$ cat src/design/mag_ctrl_pkg.sv
// Package: constants, state enum and carrier structs for the sensor reset and correction control
`default_nettype none
package mag_ctrl_pkg;

  // Register addresses
  localparam logic [7:0] CTRL_ADDR = 8'h11;
  localparam logic [7:0] DATA_FIRST_ADDR = 8'h01;
  localparam logic [7:0] DATA_LAST_ADDR = 8'h06;

  // Bit positions in the control register
  localparam int AUTO_BIT = 7;
  localparam int RAW_BIT = 5;
  localparam int ONESHOT_BIT = 4;

  // Reset values
  localparam logic AUTO_RST_VAL = 1'b0;
  localparam logic RAW_RST_VAL = 1'b0;
  localparam logic [7:0] BYTE_RST_VAL = 8'h00;

  // Timing
  localparam int CLK_PERIOD_NS = 4;
  localparam int SR_TIME_NS = 1000;
  localparam int SR_CYCLES = (SR_TIME_NS + CLK_PERIOD_NS - 1) / CLK_PERIOD_NS;
  localparam logic [7:0] SR_CNT_LOAD = 8'(SR_CYCLES - 1);

  // Data layout
  localparam int AXES = 3;
  localparam int DATA_BYTES = 6;

  typedef enum logic [0:0] {SR_IDLE, SR_BUSY} sr_state_t;

  typedef struct packed {
    logic [15:0] z;
    logic [15:0] y;
    logic [15:0] x;
  } axes_t;

  typedef struct packed {
    logic wr;
    logic rd;
    logic [7:0] addr;
    logic [7:0] wdata;
  } reg_req_t;

endpackage : mag_ctrl_pkg
`default_nettype wire

$ cat src/design/mag_data_store.sv
// Output data byte store with registered read data
`default_nettype none
module mag_data_store
  import mag_ctrl_pkg::*;
(
  // Clock and reset
  input wire logic clk_i,
  input wire logic sys_rst_i,
  // Write side
  input wire logic wr_i,
  input wire axes_t wdata_i,
  // Read side
  input wire logic rd_i,
  input wire logic [7:0] addr_i,
  output logic [7:0] rdata_o
);

  typedef struct packed {
    logic [DATA_BYTES-1:0][7:0] bytes;
    logic [7:0] rdata;
  } store_state_t;

  store_state_t q;
  store_state_t d;

  always_comb
  begin
    d = q;
    if (wr_i)
    begin
      // Most significant byte sits at the lower address
      d.bytes = {wdata_i.z[7:0], wdata_i.z[15:8], wdata_i.y[7:0], wdata_i.y[15:8],
                 wdata_i.x[7:0], wdata_i.x[15:8]};
    end
    if (rd_i)
    begin
      if (addr_i >= DATA_FIRST_ADDR && addr_i <= DATA_LAST_ADDR)
      begin
        d.rdata = q.bytes[3'(addr_i - DATA_FIRST_ADDR)];
      end
      else
      begin
        d.rdata = BYTE_RST_VAL;
      end
    end
  end

  always_ff @(posedge clk_i or posedge sys_rst_i)
  begin
    if (sys_rst_i)
    begin
      q <= '0;
    end
    else
    begin
      q <= d;
    end
  end

  assign rdata_o = q.rdata;

endmodule : mag_data_store
`default_nettype wire

$ cat src/design/magnetometer_control_two.sv
// Sensor reset and correction control register with its reset cycle and data correction
// Operation
// RULE_01: Auto enable set runs a sensor reset before every acquisition; clear runs none.
// RULE_02: Auto enable is write-only; its bit always reads zero.
// RULE_03: Host should always write the auto enable explicitly when configuring.
// RULE_04: Normal mode subtracts user offsets from each axis before storing.
// RULE_05: Raw mode stores axis values without user offsets.
// RULE_06: Factory calibration always applies to stored data bytes 0x01 to 0x06.
// RULE_07: Writing one to the one-shot bit starts a reset cycle; reads one while active.
// RULE_08: One-shot bit returns to zero by itself when the cycle completes.
// RULE_09: After reset auto enable, raw select and one-shot bit are zero.
// RULE_10: Auto enable is bit 7, raw select bit 5, one-shot bit 4.
// RULE_11: Unused bits read zero; writes to them do nothing.
`default_nettype none
module magnetometer_control_two
  import mag_ctrl_pkg::*;
(
  // Clock and reset
  input wire logic clk_i,
  input wire logic sys_rst_i,
  // Register port from the serial interface logic
  input wire reg_req_t reg_req_i,
  output logic [7:0] reg_rdata_o,
  // Measurement sequencer
  input wire logic acq_req_i,
  output logic acq_go_o,
  output logic sensor_reset_o,
  // Measurement data path
  input wire logic meas_valid_i,
  input wire axes_t meas_i,
  input wire axes_t factory_cal_i,
  input wire axes_t user_offset_i
);

  typedef struct packed {
    logic auto_en;
    logic raw;
    sr_state_t st;
    logic [7:0] cnt;
    logic pend;
    logic need_rst;
    logic acq_go;
    logic sel_ctrl;
    logic [7:0] ctrl_rdata;
    logic store_wr;
    axes_t store;
  } ctrl_state_t;

  ctrl_state_t q;
  ctrl_state_t d;
  logic ctrl_wr;
  logic start_man;
  logic sr_done;
  logic [7:0] mem_rdata;
  axes_t corr;

  ////////////////////////////////////////////////////////////////////////////
  // Register decode and reset cycle control

  assign ctrl_wr = reg_req_i.wr && reg_req_i.addr == CTRL_ADDR;
  assign sr_done = q.st == SR_BUSY && q.cnt == 8'h00;
  // A start that lands on the completing edge restarts the cycle, so the request is not lost
  assign start_man = ctrl_wr && reg_req_i.wdata[ONESHOT_BIT] && (q.st == SR_IDLE || sr_done); // [RULE_07]

  always_comb
  begin
    d = q;
    d.acq_go = 1'b0;
    d.store_wr = 1'b0;
    if (ctrl_wr)
    begin
      d.auto_en = reg_req_i.wdata[AUTO_BIT]; // [RULE_10]
      d.raw = reg_req_i.wdata[RAW_BIT]; // [RULE_10] [RULE_11]
    end
    if (acq_req_i)
    begin
      d.pend = 1'b1;
      d.need_rst = q.auto_en; // [RULE_01]
    end
    case (q.st)
      SR_IDLE:
      begin
        if (start_man)
        begin
          d.st = SR_BUSY;
          d.cnt = SR_CNT_LOAD;
        end
        else if (q.pend && q.need_rst)
        begin
          d.st = SR_BUSY; // [RULE_01]
          d.cnt = SR_CNT_LOAD;
          d.need_rst = acq_req_i ? q.auto_en : 1'b0;
        end
        else if (q.pend)
        begin
          d.acq_go = 1'b1;
          d.pend = acq_req_i;
        end
      end
      SR_BUSY:
      begin
        if (start_man)
        begin
          d.cnt = SR_CNT_LOAD;
        end
        else if (sr_done)
        begin
          d.st = SR_IDLE; // [RULE_08]
        end
        else
        begin
          d.cnt = q.cnt - 8'h01;
        end
      end
      default:
      begin
        d.st = SR_IDLE;
      end
    endcase
    if (reg_req_i.rd)
    begin
      d.sel_ctrl = reg_req_i.addr == CTRL_ADDR;
      // Auto enable and the unused positions always read as zero
      d.ctrl_rdata = 8'h00; // [RULE_02] [RULE_11]
      d.ctrl_rdata[RAW_BIT] = q.raw;
      d.ctrl_rdata[ONESHOT_BIT] = q.st == SR_BUSY; // [RULE_07]
    end
    if (meas_valid_i)
    begin
      d.store_wr = 1'b1;
      d.store = corr;
    end
  end

  always_ff @(posedge clk_i or posedge sys_rst_i)
  begin
    if (sys_rst_i)
    begin
      q <= '0; // [RULE_09]
      q.auto_en <= AUTO_RST_VAL;
      q.raw <= RAW_RST_VAL;
      q.st <= SR_IDLE;
    end
    else
    begin
      q <= d;
    end
  end

  ////////////////////////////////////////////////////////////////////////////
  // Data correction per axis

  genvar gi;
  generate
    for (gi = 0; gi < AXES; gi++)
    begin : g_axis
      logic [15:0] off;
      // Offset is subtracted after calibration; wrap-around is left to the caller's range
      assign off = q.raw ? 16'h0000 : user_offset_i[gi*16 +: 16]; // [RULE_04] [RULE_05]
      assign corr[gi*16 +: 16] = meas_i[gi*16 +: 16] + factory_cal_i[gi*16 +: 16] - off; // [RULE_06]
    end
  endgenerate

  mag_data_store u_store (
    .clk_i(clk_i),
    .sys_rst_i(sys_rst_i),
    .wr_i(q.store_wr),
    .wdata_i(q.store),
    .rd_i(reg_req_i.rd),
    .addr_i(reg_req_i.addr),
    .rdata_o(mem_rdata)
  );

  ////////////////////////////////////////////////////////////////////////////
  // Outputs

  assign reg_rdata_o = q.sel_ctrl ? q.ctrl_rdata : mem_rdata;
  assign acq_go_o = q.acq_go;
  assign sensor_reset_o = q.st == SR_BUSY;

  ////////////////////////////////////////////////////////////////////////////
  // Assertions

  logic [8:0] busy_len_q;
  always_ff @(posedge clk_i or posedge sys_rst_i)
  begin
    if (sys_rst_i)
    begin
      busy_len_q <= 9'h000;
    end
    else
    begin
      busy_len_q <= sensor_reset_o ? busy_len_q + 9'h001 : 9'h000;
    end
  end

  a_auto_reads_zero: assert property (@(posedge clk_i) disable iff (sys_rst_i) // [RULE_02]
    reg_req_i.rd && reg_req_i.addr == CTRL_ADDR |=> reg_rdata_o[AUTO_BIT] == 1'b0)
    else $error("auto enable bit read back nonzero");

  a_unused_zero: assert property (@(posedge clk_i) disable iff (sys_rst_i) // [RULE_11]
    reg_req_i.rd && reg_req_i.addr == CTRL_ADDR |=> reg_rdata_o[6] == 1'b0 && reg_rdata_o[3:0] == 4'h0)
    else $error("unused control bits read nonzero");

  a_raw_readback: assert property (@(posedge clk_i) disable iff (sys_rst_i) // [RULE_10]
    ctrl_wr ##1 (reg_req_i.rd && reg_req_i.addr == CTRL_ADDR && !ctrl_wr)
    |=> reg_rdata_o[RAW_BIT] == $past(reg_req_i.wdata[RAW_BIT], 2))
    else $error("raw select did not read back");

  a_oneshot_busy: assert property (@(posedge clk_i) disable iff (sys_rst_i) // [RULE_07]
    start_man |=> sensor_reset_o)
    else $error("one-shot start did not begin a cycle");

  a_cycle_length: assert property (@(posedge clk_i) disable iff (sys_rst_i) // [RULE_08]
    $fell(sensor_reset_o) |-> busy_len_q >= 9'(SR_CYCLES))
    else $error("reset cycle ended early");

  a_cycle_ends: assert property (@(posedge clk_i) disable iff (sys_rst_i) // [RULE_08]
    busy_len_q == 9'(SR_CYCLES) && !$past(start_man) |-> !sensor_reset_o)
    else $error("reset cycle did not clear by itself");

  a_auto_first: assert property (@(posedge clk_i) disable iff (sys_rst_i) // [RULE_01]
    acq_req_i && q.auto_en && q.st == SR_IDLE && !q.pend |-> ##2 sensor_reset_o)
    else $error("no sensor reset before acquisition");

  a_no_auto_go: assert property (@(posedge clk_i) disable iff (sys_rst_i) // [RULE_01]
    acq_req_i && !q.auto_en && q.st == SR_IDLE && !q.pend |-> ##1 (start_man or (##1 acq_go_o)))
    else $error("acquisition without auto reset delayed");

  a_store_value: assert property (@(posedge clk_i) disable iff (sys_rst_i) // [RULE_04] [RULE_05] [RULE_06]
    meas_valid_i |=> q.store.x == 16'($past(meas_i.x) + $past(factory_cal_i.x)
      - ($past(q.raw) ? 16'h0000 : $past(user_offset_i.x))))
    else $error("stored axis value not corrected as selected");

  a_reset_values: assert property (@(posedge clk_i) // [RULE_09]
    $fell(sys_rst_i) |-> !q.auto_en && !q.raw && !sensor_reset_o)
    else $error("control bits not zero after reset");

  c_manual_cycle: cover property (@(posedge clk_i) disable iff (sys_rst_i) $fell(sensor_reset_o));
  c_auto_acq: cover property (@(posedge clk_i) disable iff (sys_rst_i) acq_go_o && q.auto_en);
  c_raw_store: cover property (@(posedge clk_i) disable iff (sys_rst_i) q.store_wr && q.raw);
  c_restart: cover property (@(posedge clk_i) disable iff (sys_rst_i) start_man && sr_done);

endmodule : magnetometer_control_two
`default_nettype wire

$ cat config.mk
export PLATFORM = sky130hd
export DESIGN_NAME = magnetometer_control_two
export DESIGN_NICKNAME = d
export VERILOG_FILES = /design/src/design/mag_ctrl_pkg.sv /design/src/design/mag_data_store.sv /design/src/design/magnetometer_control_two.sv
export SDC_FILE = /design/constraint.sdc
export NUM_CORES = 1
export LEC_CHECK = 0
export BUFFER_PORTS_ARGS = -buffer_cell sky130_fd_sc_hd__buf_2
export CORE_UTILIZATION = 55
export DETAILED_ROUTE_END_ITERATION = 7
export GPL_ROUTABILITY_DRIVEN = 1
export GPL_TIMING_DRIVEN = 0
export PLACE_DENSITY = 0.88
export SLEW_MARGIN = 30
export SYNTH_ARGS = -nofsm -noshare
export SYNTH_HDL_FRONTEND = slang
export SYNTH_SLANG_ARGS = --single-unit
export TNS_END_PERCENT = 20
$ cat constraint.sdc
create_clock -name clk_i -period 4.5 [get_ports clk_i]
set_clock_uncertainty 0.1 [all_clocks]
set_input_delay 0.45 -clock clk_i [delete_from_list [all_inputs] [get_ports clk_i]]
set_output_delay 0.45 -clock clk_i [all_outputs]
set_load 0.05 [all_outputs]
# After elaboration in Yosys (flattened, before gate mapping)
# Index checks and enable logic that the tools add are counted.
[word_totals] ff_bits=122 inputBits=166 out_inout_bits=10 word_cells=68
[classes] addsub=8 order_cmp=3 eq_ne=3 muxes=24 bitwise_logic=1 n_reduce_logical=9
[op_table] operator="$mux W49" n=1
[op_table] operator="$add A16 B16 Y16" n=3
[op_table] operator="$mux W16" n=3
[op_table] operator="$sub A16 B16 Y16" n=3
[op_table] operator="$mux W8" n=5
[op_table] operator="$bmux W8 S3" n=1
[op_table] operator="$mux W9" n=2
[op_table] operator="$pmux W9 S2" n=1
[op_table] operator="$eq A8 B5 Y1 const B" n=1
[op_table] operator="$ge A8 B1 Y1 const B" n=1
[op_table] operator="$le A8 B3 Y1 const B" n=1
[op_table] operator="$logic_not A8 Y1" n=1
[op_table] operator="$mux W1" n=8
[op_table] operator="$sub A8 B1 Y8 const B" n=1
[op_table] operator="$logic_and A1 B1 Y1" n=6
[op_table] operator="$mux W3" n=2
[op_table] operator="$lt A3 B4 Y1 const B" n=1
[op_table] operator="$ne A3 B2 Y1 const B" n=1
[op_table] operator="$ne A3 B3 Y1 const B" n=1
[op_table] operator="$sub A3 B1 Y3 const B" n=1
[op_table] operator="$mux W2" n=1
[op_table] operator="$reduce_and A2 Y1" n=1
[op_table] operator="$logic_or A1 B1 Y1" n=1
[op_table] operator="$not A1 Y1" n=1

# Longest topological paths before layout
# Gate-level depths: netlist (run 1).
[logic_depth] ltp_word=6 ltp_mapped=14 mapped_depth_nobuf=12

# By module
# A second synthesis (run 1) with hierarchy kept.
[unflattened] cells_unflattened=968 hier_area_um2=9385.3
[modules_own_cells] mod="magnetometer_control_two" instances=1 cells_per_inst=783 area_per_inst_um2=6759.0 seq_area_each_um2=1651.6
[modules_own_cells] mod="mag_data_store" instances=1 cells_per_inst=185 area_per_inst_um2=2626.3 seq_area_each_um2=1401.3

# Worst setup path after synthesis (run 1)
# OpenSTA, ideal clock, no wires.
[synth_timing] kind="register -> register" start="register q[70] (netlist name)" end="register q[44] (netlist name)" setup_ns=0.125 t_arrival_ns=3.034 t_required_ns=4.275 setup_slack_ns=1.242 stages_incl_launch_ff=15 n_path_buf=2 synth_period_minus_slack_ns=3.258 path_cell_list="dfrtp_1 -> clkbuf_1 -> clkbuf_1 -> nor2b_1 -> ha_1 -> inv_1 -> ha_1 -> inv_1 -> fa_1 -> nand2b_1 -> a21oi_1 -> o2111a_1 -> o31ai_4 -> xnor2_1 -> mux2_2"
[synth_between] elab_chain_len=2
[synth_lines] item="start: declaration" line_no="magnetometer_control_two.sv:49" rtl="ctrl_state_t q;"
[synth_lines] item="$mux W16" line_no="magnetometer_control_two.sv:159" rtl="assign off = q.raw ? 16'h0000 : user_offset_i[gi*16 +: 16];"
[synth_lines] item="$sub A16 B16 Y16" line_no="magnetometer_control_two.sv:160" rtl="assign corr[gi*16 +: 16] = meas_i[gi*16 +: 16] + factory_cal_i[gi*16 +: 16] - off;"
# Every way passes these cells.
# A chain may end at the register's enable or synchronous reset.

# Final worst setup path (run 1)
[layout_timing] start="register q[70] (netlist name)" end="register q[40] (netlist name)"
# Same word-level chain as after synthesis.

==> results of run 1 <==
==> cells by family (layout without fill, tap and decap cells) <==
logic type                 Yosys count  count (layout)  share of synthesized area [%]
buffers and inverters              225             426                           9.27
and+or+nand+nor                    196             196                           10.8
AOI/OAI and AO/OA                  165             165                           12.6
DFF                                122             122                           33.4
muxes                              102             102                           13.4
adders and majority gates           98              98                           17.1
xor gates and xnor gates            36              36                           3.44
==> per-stage QoR <==
| step | util [%] | cell area, sq um | TNS [ns] |
|---|---|---|---|
| 2_1_floorplan | - | 9150 | 0 |
| 3_3_place_gp | 64.0 | 10300 | -64.41 |
| 3_5_place_dp | 64.2 | 10300 | 0 |
| 4_1_cts | 68.1 | 10900 | 0 |
| 5_1_grt | 68.2 | 10900 | 0 |
| 6_report | 68.2 | 10900 | 0 |
==> how the worst min path moves through the flow <==
| stage | slack, ns | from | endpoint | depth (start not counted) |
|---|---|---|---|---|
| 2_1_floorplan | 0.34 | q[71] | q[59] | 2 |
| 3_3_place_gp | 0.36 | q[71] | q[59] | 2 |
| 3_5_place_dp | 0.37 | q[71] | q[59] | 2 |
| 4_1_cts | 0.06 | meas_valid_i | q[48] | 1 |
| 5_1_grt | 0.07 | meas_valid_i | q[48] | 1 |
| 6_report | 0.06 | meas_valid_i | q[48] | 1 |
==> report_power, final <==
| part | total, mW | switching (mW) | leakage [nW] | internal (mW) |
|---|---|---|---|---|
| logic | 1.57 | 0.786 | 3.83 | 0.788 |
| registers | 1.74 | 0.269 | 1.45 | 1.47 |
| clock network | 1.45 | 0.503 | 0.299 | 0.952 |
==> critical path, stage by stage, from the launching register on <==
cell	delay, ns
dfrtp_1	0.78
clkbuf_1	0.59
nor2b_1	0.13
ha_1	0.29
inv_1	0.05
ha_1	0.19
inv_1	0.08
fa_1	0.45
nand2b_1	0.20
a21oi_1	0.32
o21ai_0	0.23
a21oi_1	0.21
xor2_1	0.13
mux2_2	0.30
==> area by class of cell <==
class | count | area [sq um] | share of cell area [%]
Multi-Input combinational cell | 597 | 5260 | 48.1
Sequential cell | 122 | 3050 | 27.9
Timing Repair Buffer | 172 | 888 | 8.12
Inverter | 199 | 754 | 6.89
Clock buffer | 20 | 457 | 4.17
Tap cell | 216 | 270 | 2.47
Clock inverter | 10 | 166 | 1.52
Buffer | 25 | 97.6 | 0.892
==> layer usage <==
layer  share of wire (%)  wire [microns]
met1                  42            9120
met2                  50           10900
met3                 5.6            1230
met4                 3.1             683
met5                   0               0
==> registers in the layout (all words and copies together), names as in the netlist <==
register	cells
sensor_reset_o	1
u_store.rdata_o	8
u_store.q	48
q	64
acq_go_o	1
==> repair_timing <==
action	4_1_cts	5_1_grt
hold buffers	1	0
buffers inserted	0	0
hold endpoints to repair	56	0
endpoints found under the setup margin	0	4
==> cells in the final DEF (no fill, tap or decap), types with 9 or more instances in the layout <==
cell type	count
a22oi_1	9
mux2_2	80
a21o_1	12
nand2_1	49
clkbuf_1	18
mux2i_1	12
ha_1	53
o21ai_0	28
nand2b_1	14
fa_1	45
inv_1	197
dfrtp_1	122
a211oi_1	11
a21oi_1	44
nand3_1	9
o22ai_1	10
clkbuf_16	17
buf_2	173
nor2b_1	48
xnor2_1	29
nor2_1	45
==> reports/qor.csv, run 1 <==
stage;metric;value;unit
detailed_routing;Vias/cell;5.45;
timing;Setup-failing EPs final;0;
grt;pin count of the biggest net entering global routing;64;
cts;clock-pin slew on the worst setup and hold paths;0.06;ns
grt;met3 GRT Util;3.09;%
setup_path;Reg2Reg Capture Point;q[40];
grt;initial antenna violation count;0;
yosys;synthesized flop and latch total;122;
timing;Rel. slew slack;48.4;%
timing;worst hold slack;0.0624;ns
yosys;most frequent cell after synthesis;inv_1;
grt;grt met1 use;33.5;%
grt;grt ovf;0;
yosys;Post-synth EDFFs;0;
finish;fraction of layout cells with a size suffix above 1;27.6;%
cts;Root Buffer Master;clkbuf_16;
outcome;status;finished clean;
place;hpwl dp;15600;microns
setup_path;r2r worst-path depth;13;
power;pwr dens;435;nW/um^2
timing;Final Max Tran Viols;0;
grt;M2 GR Usage;46.2;%
cts;Clk Latency, worst-skew pair;0.42;ns
finish;Nets;1398;
grt;vias in the first global route;7223;
hold_path;type of the worst min-delay path;in2reg;
yosys;register area share after synthesis;33.4;%
setup_path;WS Path Type;reg2reg;
setup_path;Worst Setup End Kind;flip-flop;
detailed_routing;drt drc;0;
setup_path;worst-path fanout max;14;
cts;CTS tree;yes;
timing;final hold vios;0;
yosys;mapped cell area;9150;sq um
place;Port Buffers;170;
yosys;synth cell count leaders;inv_1 (198), dfrtp_1 (122), mux2_2 (80);
finish;Syn-to-layout area delta;19.6;%
setup_path;worst endpoint data arrival time;4.38;ns
timing;Worst-Margin Slew;0.774;ns
timing;RSZ-0062 raised after global routing;false;
yosys;post-synth top area share;33.4;%
timing;final setup margin;0.315;ns
yosys;syn nets;1208;
yosys;Gate Count Post-Synth;944;
yosys;synthesized area per cell;9.70;sq um
setup_path;R2R Setup Slk;0.31;ns
floorplan;Die W;131;microns
job;MaxCap Viol Count;0;
place;RD Place Congestion;0.889;
cts;CTS Buf Count;17;
setup_path;Crit. Startpoint;q[70];
cts;CTS Sinks;122;
detailed_routing;via count;7422;
floorplan;DIE AREA;17200;sq um
setup_path;startpoint type of the worst setup path;flip-flop;
finish;Ant. Diodes;0;
cts;H-tree depth;4;
grt;first-pass GRT wire length;34700;microns
detailed_routing;final WL;21900;microns
cts;Resized cells post-CTS;0;
floorplan;chip height;131;microns
floorplan;row count;46;
yosys;area leader, netlist;dfrtp_1;
detailed_routing;WL/cell;16.1;microns
timing;Max Fclk;239;MHz
setup_path;CP endpoint;q[40];
timing;final period utilization;93.0;%
place;dpl cells;1331;
yosys;Yosys warnings;0;
detailed_routing;Pre-antenna DRT Iters;5;
power;maximum vdd drop;0.268;mV
floorplan;Ports;176;
yosys;ys async rst share;100;%
finish;fillers;1111;
floorplan;Core Region;16100;sq um
yosys;library cells used by synthesis;58;
finish;non-filler instance count after layout;1361;
cts;Clock Tree Buf Depth;2;
setup_path;CP Data Required Time;4.70;ns
power;Pleak;5.58;nW
detailed_routing;initial drt markers;518;
grt;gr usage total;26.5;%
yosys;synth top area cells;dfrtp_1 (33%), fa_1 (9.8%), mux2_2 (9.8%);
setup_path;worst flop-to-flop path startpoint;q[70];
floorplan;initial core utilization;57.0;%
place;Placement Setup Slack;0.168;ns
detailed_routing;ANT nets after route;0;
power;Tot Pwr;4.77;mW
timing;Period minus WS final;4.19;ns
yosys;top_reg_cell synth;dfrtp_1;
grt;global route hottest layer;met2;
(Power assumes the default switching activity.)
==> run 2, diff against run 1 <==
--- a/config.mk
+++ b/config.mk
@@ -14,5 +14,6 @@
 export SLEW_MARGIN = 30
 export SYNTH_ARGS = -nofsm -noshare
 export SYNTH_HDL_FRONTEND = slang
+export SYNTH_HIERARCHICAL = 1
 export SYNTH_SLANG_ARGS = --single-unit
 export TNS_END_PERCENT = 20
==> run 2 against run 1 <==
- highest routed layer is now met5
- critical path depth unchanged
- register-to-register slack better by 0.03 ns
- via count down 0.92%
- combinational power about the same
- power down 0.95%
- final area up 1.9%
- worst setup slack better by 0.026 ns
==> reports/qor.csv, run 2 <==
stage;metric;value;unit;change
outcome;status;finished clean;;
finish;Nets;1423;;+1.8%
yosys;most frequent cell after synthesis;inv_1;;
yosys;post-synth top area share;32.5;%;-0.82 points
timing;RSZ-0062 raised after global routing;false;;
setup_path;Worst Setup End Kind;flip-flop;;
yosys;largest family of logic cells by synthesized area;adder cells;;
yosys;Gate Count Post-Synth;968;;+2.5%
timing;final hold vios;0;;unchanged
finish;Syn-to-layout area delta;18.9;%;
yosys;post-synthesis xor/xnor area fraction;4.01;%;+0.57 points
cts;CTS Sinks;122;;unchanged
floorplan;Core Region;16600;sq um;+3.6%
power;NetSw;1.57;mW;+0.76%
finish;max FFs per register;64;;unchanged
yosys;register area share after synthesis;32.5;%;-0.82 points
setup_path;CP max stage cell;dfrtp_1;;
setup_path;worst-path fanout max;14;;unchanged
detailed_routing;ANT nets after route;0;;unchanged
yosys;synthesized flop and latch total;122;;unchanged
cts;Root Buffer Master;clkbuf_16;;
grt;vias in the first global route;7539;;+4.4%
place;Placement Setup Slack;0.126;ns;-0.0419 ns
cts;Resized cells post-CTS;0;;unchanged
floorplan;initial core utilization;56.4;%;-0.61 points
power;Gate power share;33.5;%;+0.5 points
floorplan;Die W;133;microns;+1.2%
yosys;synth top area cells;dfrtp_1 (33%), mux2_2 (12%), fa_1 (9.6%);;
setup_path;CP Data Required Time;4.70;ns;about the same
setup_path;startpoint type of the worst setup path;flip-flop;;
timing;Worst-Margin Slew;0.901;ns;+0.127 ns
yosys;synth cell count leaders;inv_1 (207), dfrtp_1 (122), mux2_2 (96);;
grt;gr usage total;25.6;%;-0.87 points
yosys;mux cell area share after synthesis;13.7;%;+0.20 points
cts;H-tree depth;4;;unchanged
finish;Ant. Diodes;0;;unchanged
finish;Top reg by flops;q;;
timing;Setup-failing EPs final;0;;unchanged
setup_path;R2R Setup Slk;0.34;ns;+0.03 ns
yosys;fraction of the mapped netlist area in adder cells;16.7;%;-0.42 points
yosys;library cells used by synthesis;70;;+21%
place;RD Place Congestion;0.869;;-2.2%
power;sw frac;33.2;%;+0.56 points
setup_path;WP buf/inv;3;;unchanged
yosys;ys async rst share;100;%;unchanged
finish;fraction of layout cells with a size suffix above 1;28.6;%;+1.0 points
grt;pin count of the biggest net entering global routing;42;;-34%
power;pwr dens;423;nW/um^2;-2.8%
hold_path;type of the worst min-delay path;in2reg;;
finish;most frequent cells in the layout;inv_1 (205), buf_2 (171), dfrtp_1 (122), mux2_2 (96), nor2b_1 (58);;
setup_path;r2r worst-path depth;13;;unchanged
setup_path;crit-path cells;clkbuf_1 > nor2b_1 > ha_1 > inv_1 > ha_1 > inv_1 > fa_1 > nand2b_1 > a211oi_1 > o21ai_0 > a211oi_1 > nor3_1 > o31ai_1;;
timing;Final Max Tran Viols;0;;unchanged
detailed_routing;Pre-antenna DRT Iters;5;;unchanged
grt;grt ovf;0;;unchanged
floorplan;chip height;133;microns;+1.2%
grt;first-pass GRT wire length;36100;microns;+4.0%
floorplan;Ports;176;;unchanged
finish;commonest non-fill, non-tap cell in the layout;inv_1;;
detailed_routing;initial drt markers;437;;-16%
yosys;top_reg_cell synth;dfrtp_1;;
power;sequential share of power;37.3;%;+0.9 points
cts;Clock Tree Buf Depth;2;;unchanged
timing;Max Fclk;240;MHz;+0.62%
place;hpwl dp;15700;microns;+1.0%
yosys;mapped cell area;9390;sq um;+2.5%
yosys;area leader, netlist;dfrtp_1;;
job;MaxCap Viol Count;0;;unchanged
place;Port Buffers;170;;unchanged
detailed_routing;final WL;21000;microns;-4.2%
detailed_routing;drt drc;0;;unchanged
power;Pleak;5.63;nW;+0.80%
timing;Fin Setup TNS;0;ns;unchanged
timing;Period minus WS final;4.16;ns;-0.0257 ns
detailed_routing;WL/cell;15.1;microns;-6.3%
yosys;syn nets;1232;;+2.0%
detailed_routing;via count;7354;;-0.92%
power;Clk pwr share;29.1;%;-1.4 points
timing;final setup margin;0.341;ns;+0.0257 ns
setup_path;WP depth;13;;unchanged
cts;Clk Latency, worst-skew pair;0.41;ns;about the same
grt;initial antenna violation count;1;;+1
power;Pint;3.15;mW;-1.8%
yosys;simple-gate share of the synthesized area;11.6;%;+0.79 points
cts;clock-pin slew on the worst setup and hold paths;0.06;ns;about the same
cts;CTS tree;yes;;
setup_path;Critical Path Max Stage Delay;0.93;ns;+0.15 ns
detailed_routing;Vias/cell;5.29;;-3.1%
cts;CTS Buf Count;17;;unchanged
yosys;synthesized area per cell;9.70;sq um;about the same
hold_path;hold path cells;1;;unchanged
yosys;compound-cell area share of the yosys netlist;11.3;%;-1.3 points
timing;final period utilization;92.4;%;-0.57 points
setup_path;worst endpoint data arrival time;4.36;ns;-0.02 ns
timing;Rel. slew slack;39.9;%;-8.5 points
floorplan;row count;47;;+2.2%
cts;Post-CTS Setup Bufs;0;;unchanged
yosys;Yosys warnings;6;;+6
floorplan;DIE AREA;17600;sq um;+2.5%
power;maximum vdd drop;0.206;mV;-23%
setup_path;Crit path max-delay family;compound AO/OA/AOI/OAI gates;;
yosys;Post-synth EDFFs;0;;unchanged
setup_path;WS Path Type;reg2reg;;
run 2: cell count changes in the layout (fill, tap and decap cells not counted), moves of 8 or more:
cell | before | now
inv_1 | 197 | 205
buf_4 | 0 | 8
o22ai_1 | 10 | 2
nor2_1 | 45 | 32
nor2b_1 | 48 | 58
o221ai_1 | 0 | 9
a31oi_1 | 1 | 10
a22oi_1 | 9 | 0
mux2i_1 | 12 | 2
mux2_2 | 80 | 96
run 2: logic make-up after synthesis:
| kind of cell | Yosys count |
|---|---|
| buf+inv | 243 |
| xor+xnor | 43 |
| fa+ha+maj | 98 |
| flops | 122 |
| simple gates | 198 |
| mux | 106 |
| compound gates | 158 |
run 2: layout make-up:
type                       instances  area (sq um)
buffer                            35           178
sequential                       122          3050
timing repair buffer             173           901
clock inverter                    12           141
tap                              220           275
clock buffer                      19           453
multi-input combinational        603          5370
inverter                         207           782
fill                            1291          5490
run 2: worst paths after layout:
path / start / endpoint
setup / recovery: q[70] / q[30]
hold / removal: meas_valid_i / q[48]
setup reg to reg: q[70] / q[30]
hold reg to reg: q[59] / acq_go_o
max in group asynchronous: sys_rst_i / q[7]
min in group asynchronous: sys_rst_i / u_store/q[10]
run 2: power groups by stage:
stage	Clock, mW	Sequential [mW]	Combinational (mW)
detailed placement	0	1.74	1.55
global route	1.44	1.80	1.76
global placement	0	1.72	1.49
finish	1.38	1.76	1.58
CTS	1.38	1.75	1.59
floorplan	0	1.62	1.23
run 2: what timing repair did:
| action | CTS | global route |
|---|---|---|
| endpoints found under the hold margin | 47 | 0 |
| endpoints found under the setup margin | 0 | 5 |
| hold buffers | 1 | 0 |
run 2: stage by stage:
| step | power (mW) | hold slack [ns] | util (%) | instances | instance area, sq um |
|---|---|---|---|---|---|
| 2_1_floorplan | 2.85 | 0.340 | - | 968 | 9390 |
| 3_3_place_gp | 3.20 | 0.365 | 63.2 | 1358 | 10500 |
| 3_5_place_dp | 3.30 | 0.362 | 63.4 | 1360 | 10600 |
| 4_1_cts | 4.72 | 0.0577 | 67.1 | 1392 | 11200 |
| 5_1_grt | 4.99 | 0.0658 | 67.0 | 1391 | 11200 |
| 6_report | 4.72 | 0.0642 | 67.0 | 1391 | 11200 |
run 2: layer usage:
metal  global-route usage, %  vias up  wire length [microns]
met3                    3.37       47                    857
met1                    33.0     3508                   9390
met5                       0        -                     10
met4                    9.39        2                    467
met2                    44.2      236                  10200
li1                        -     3561                      -
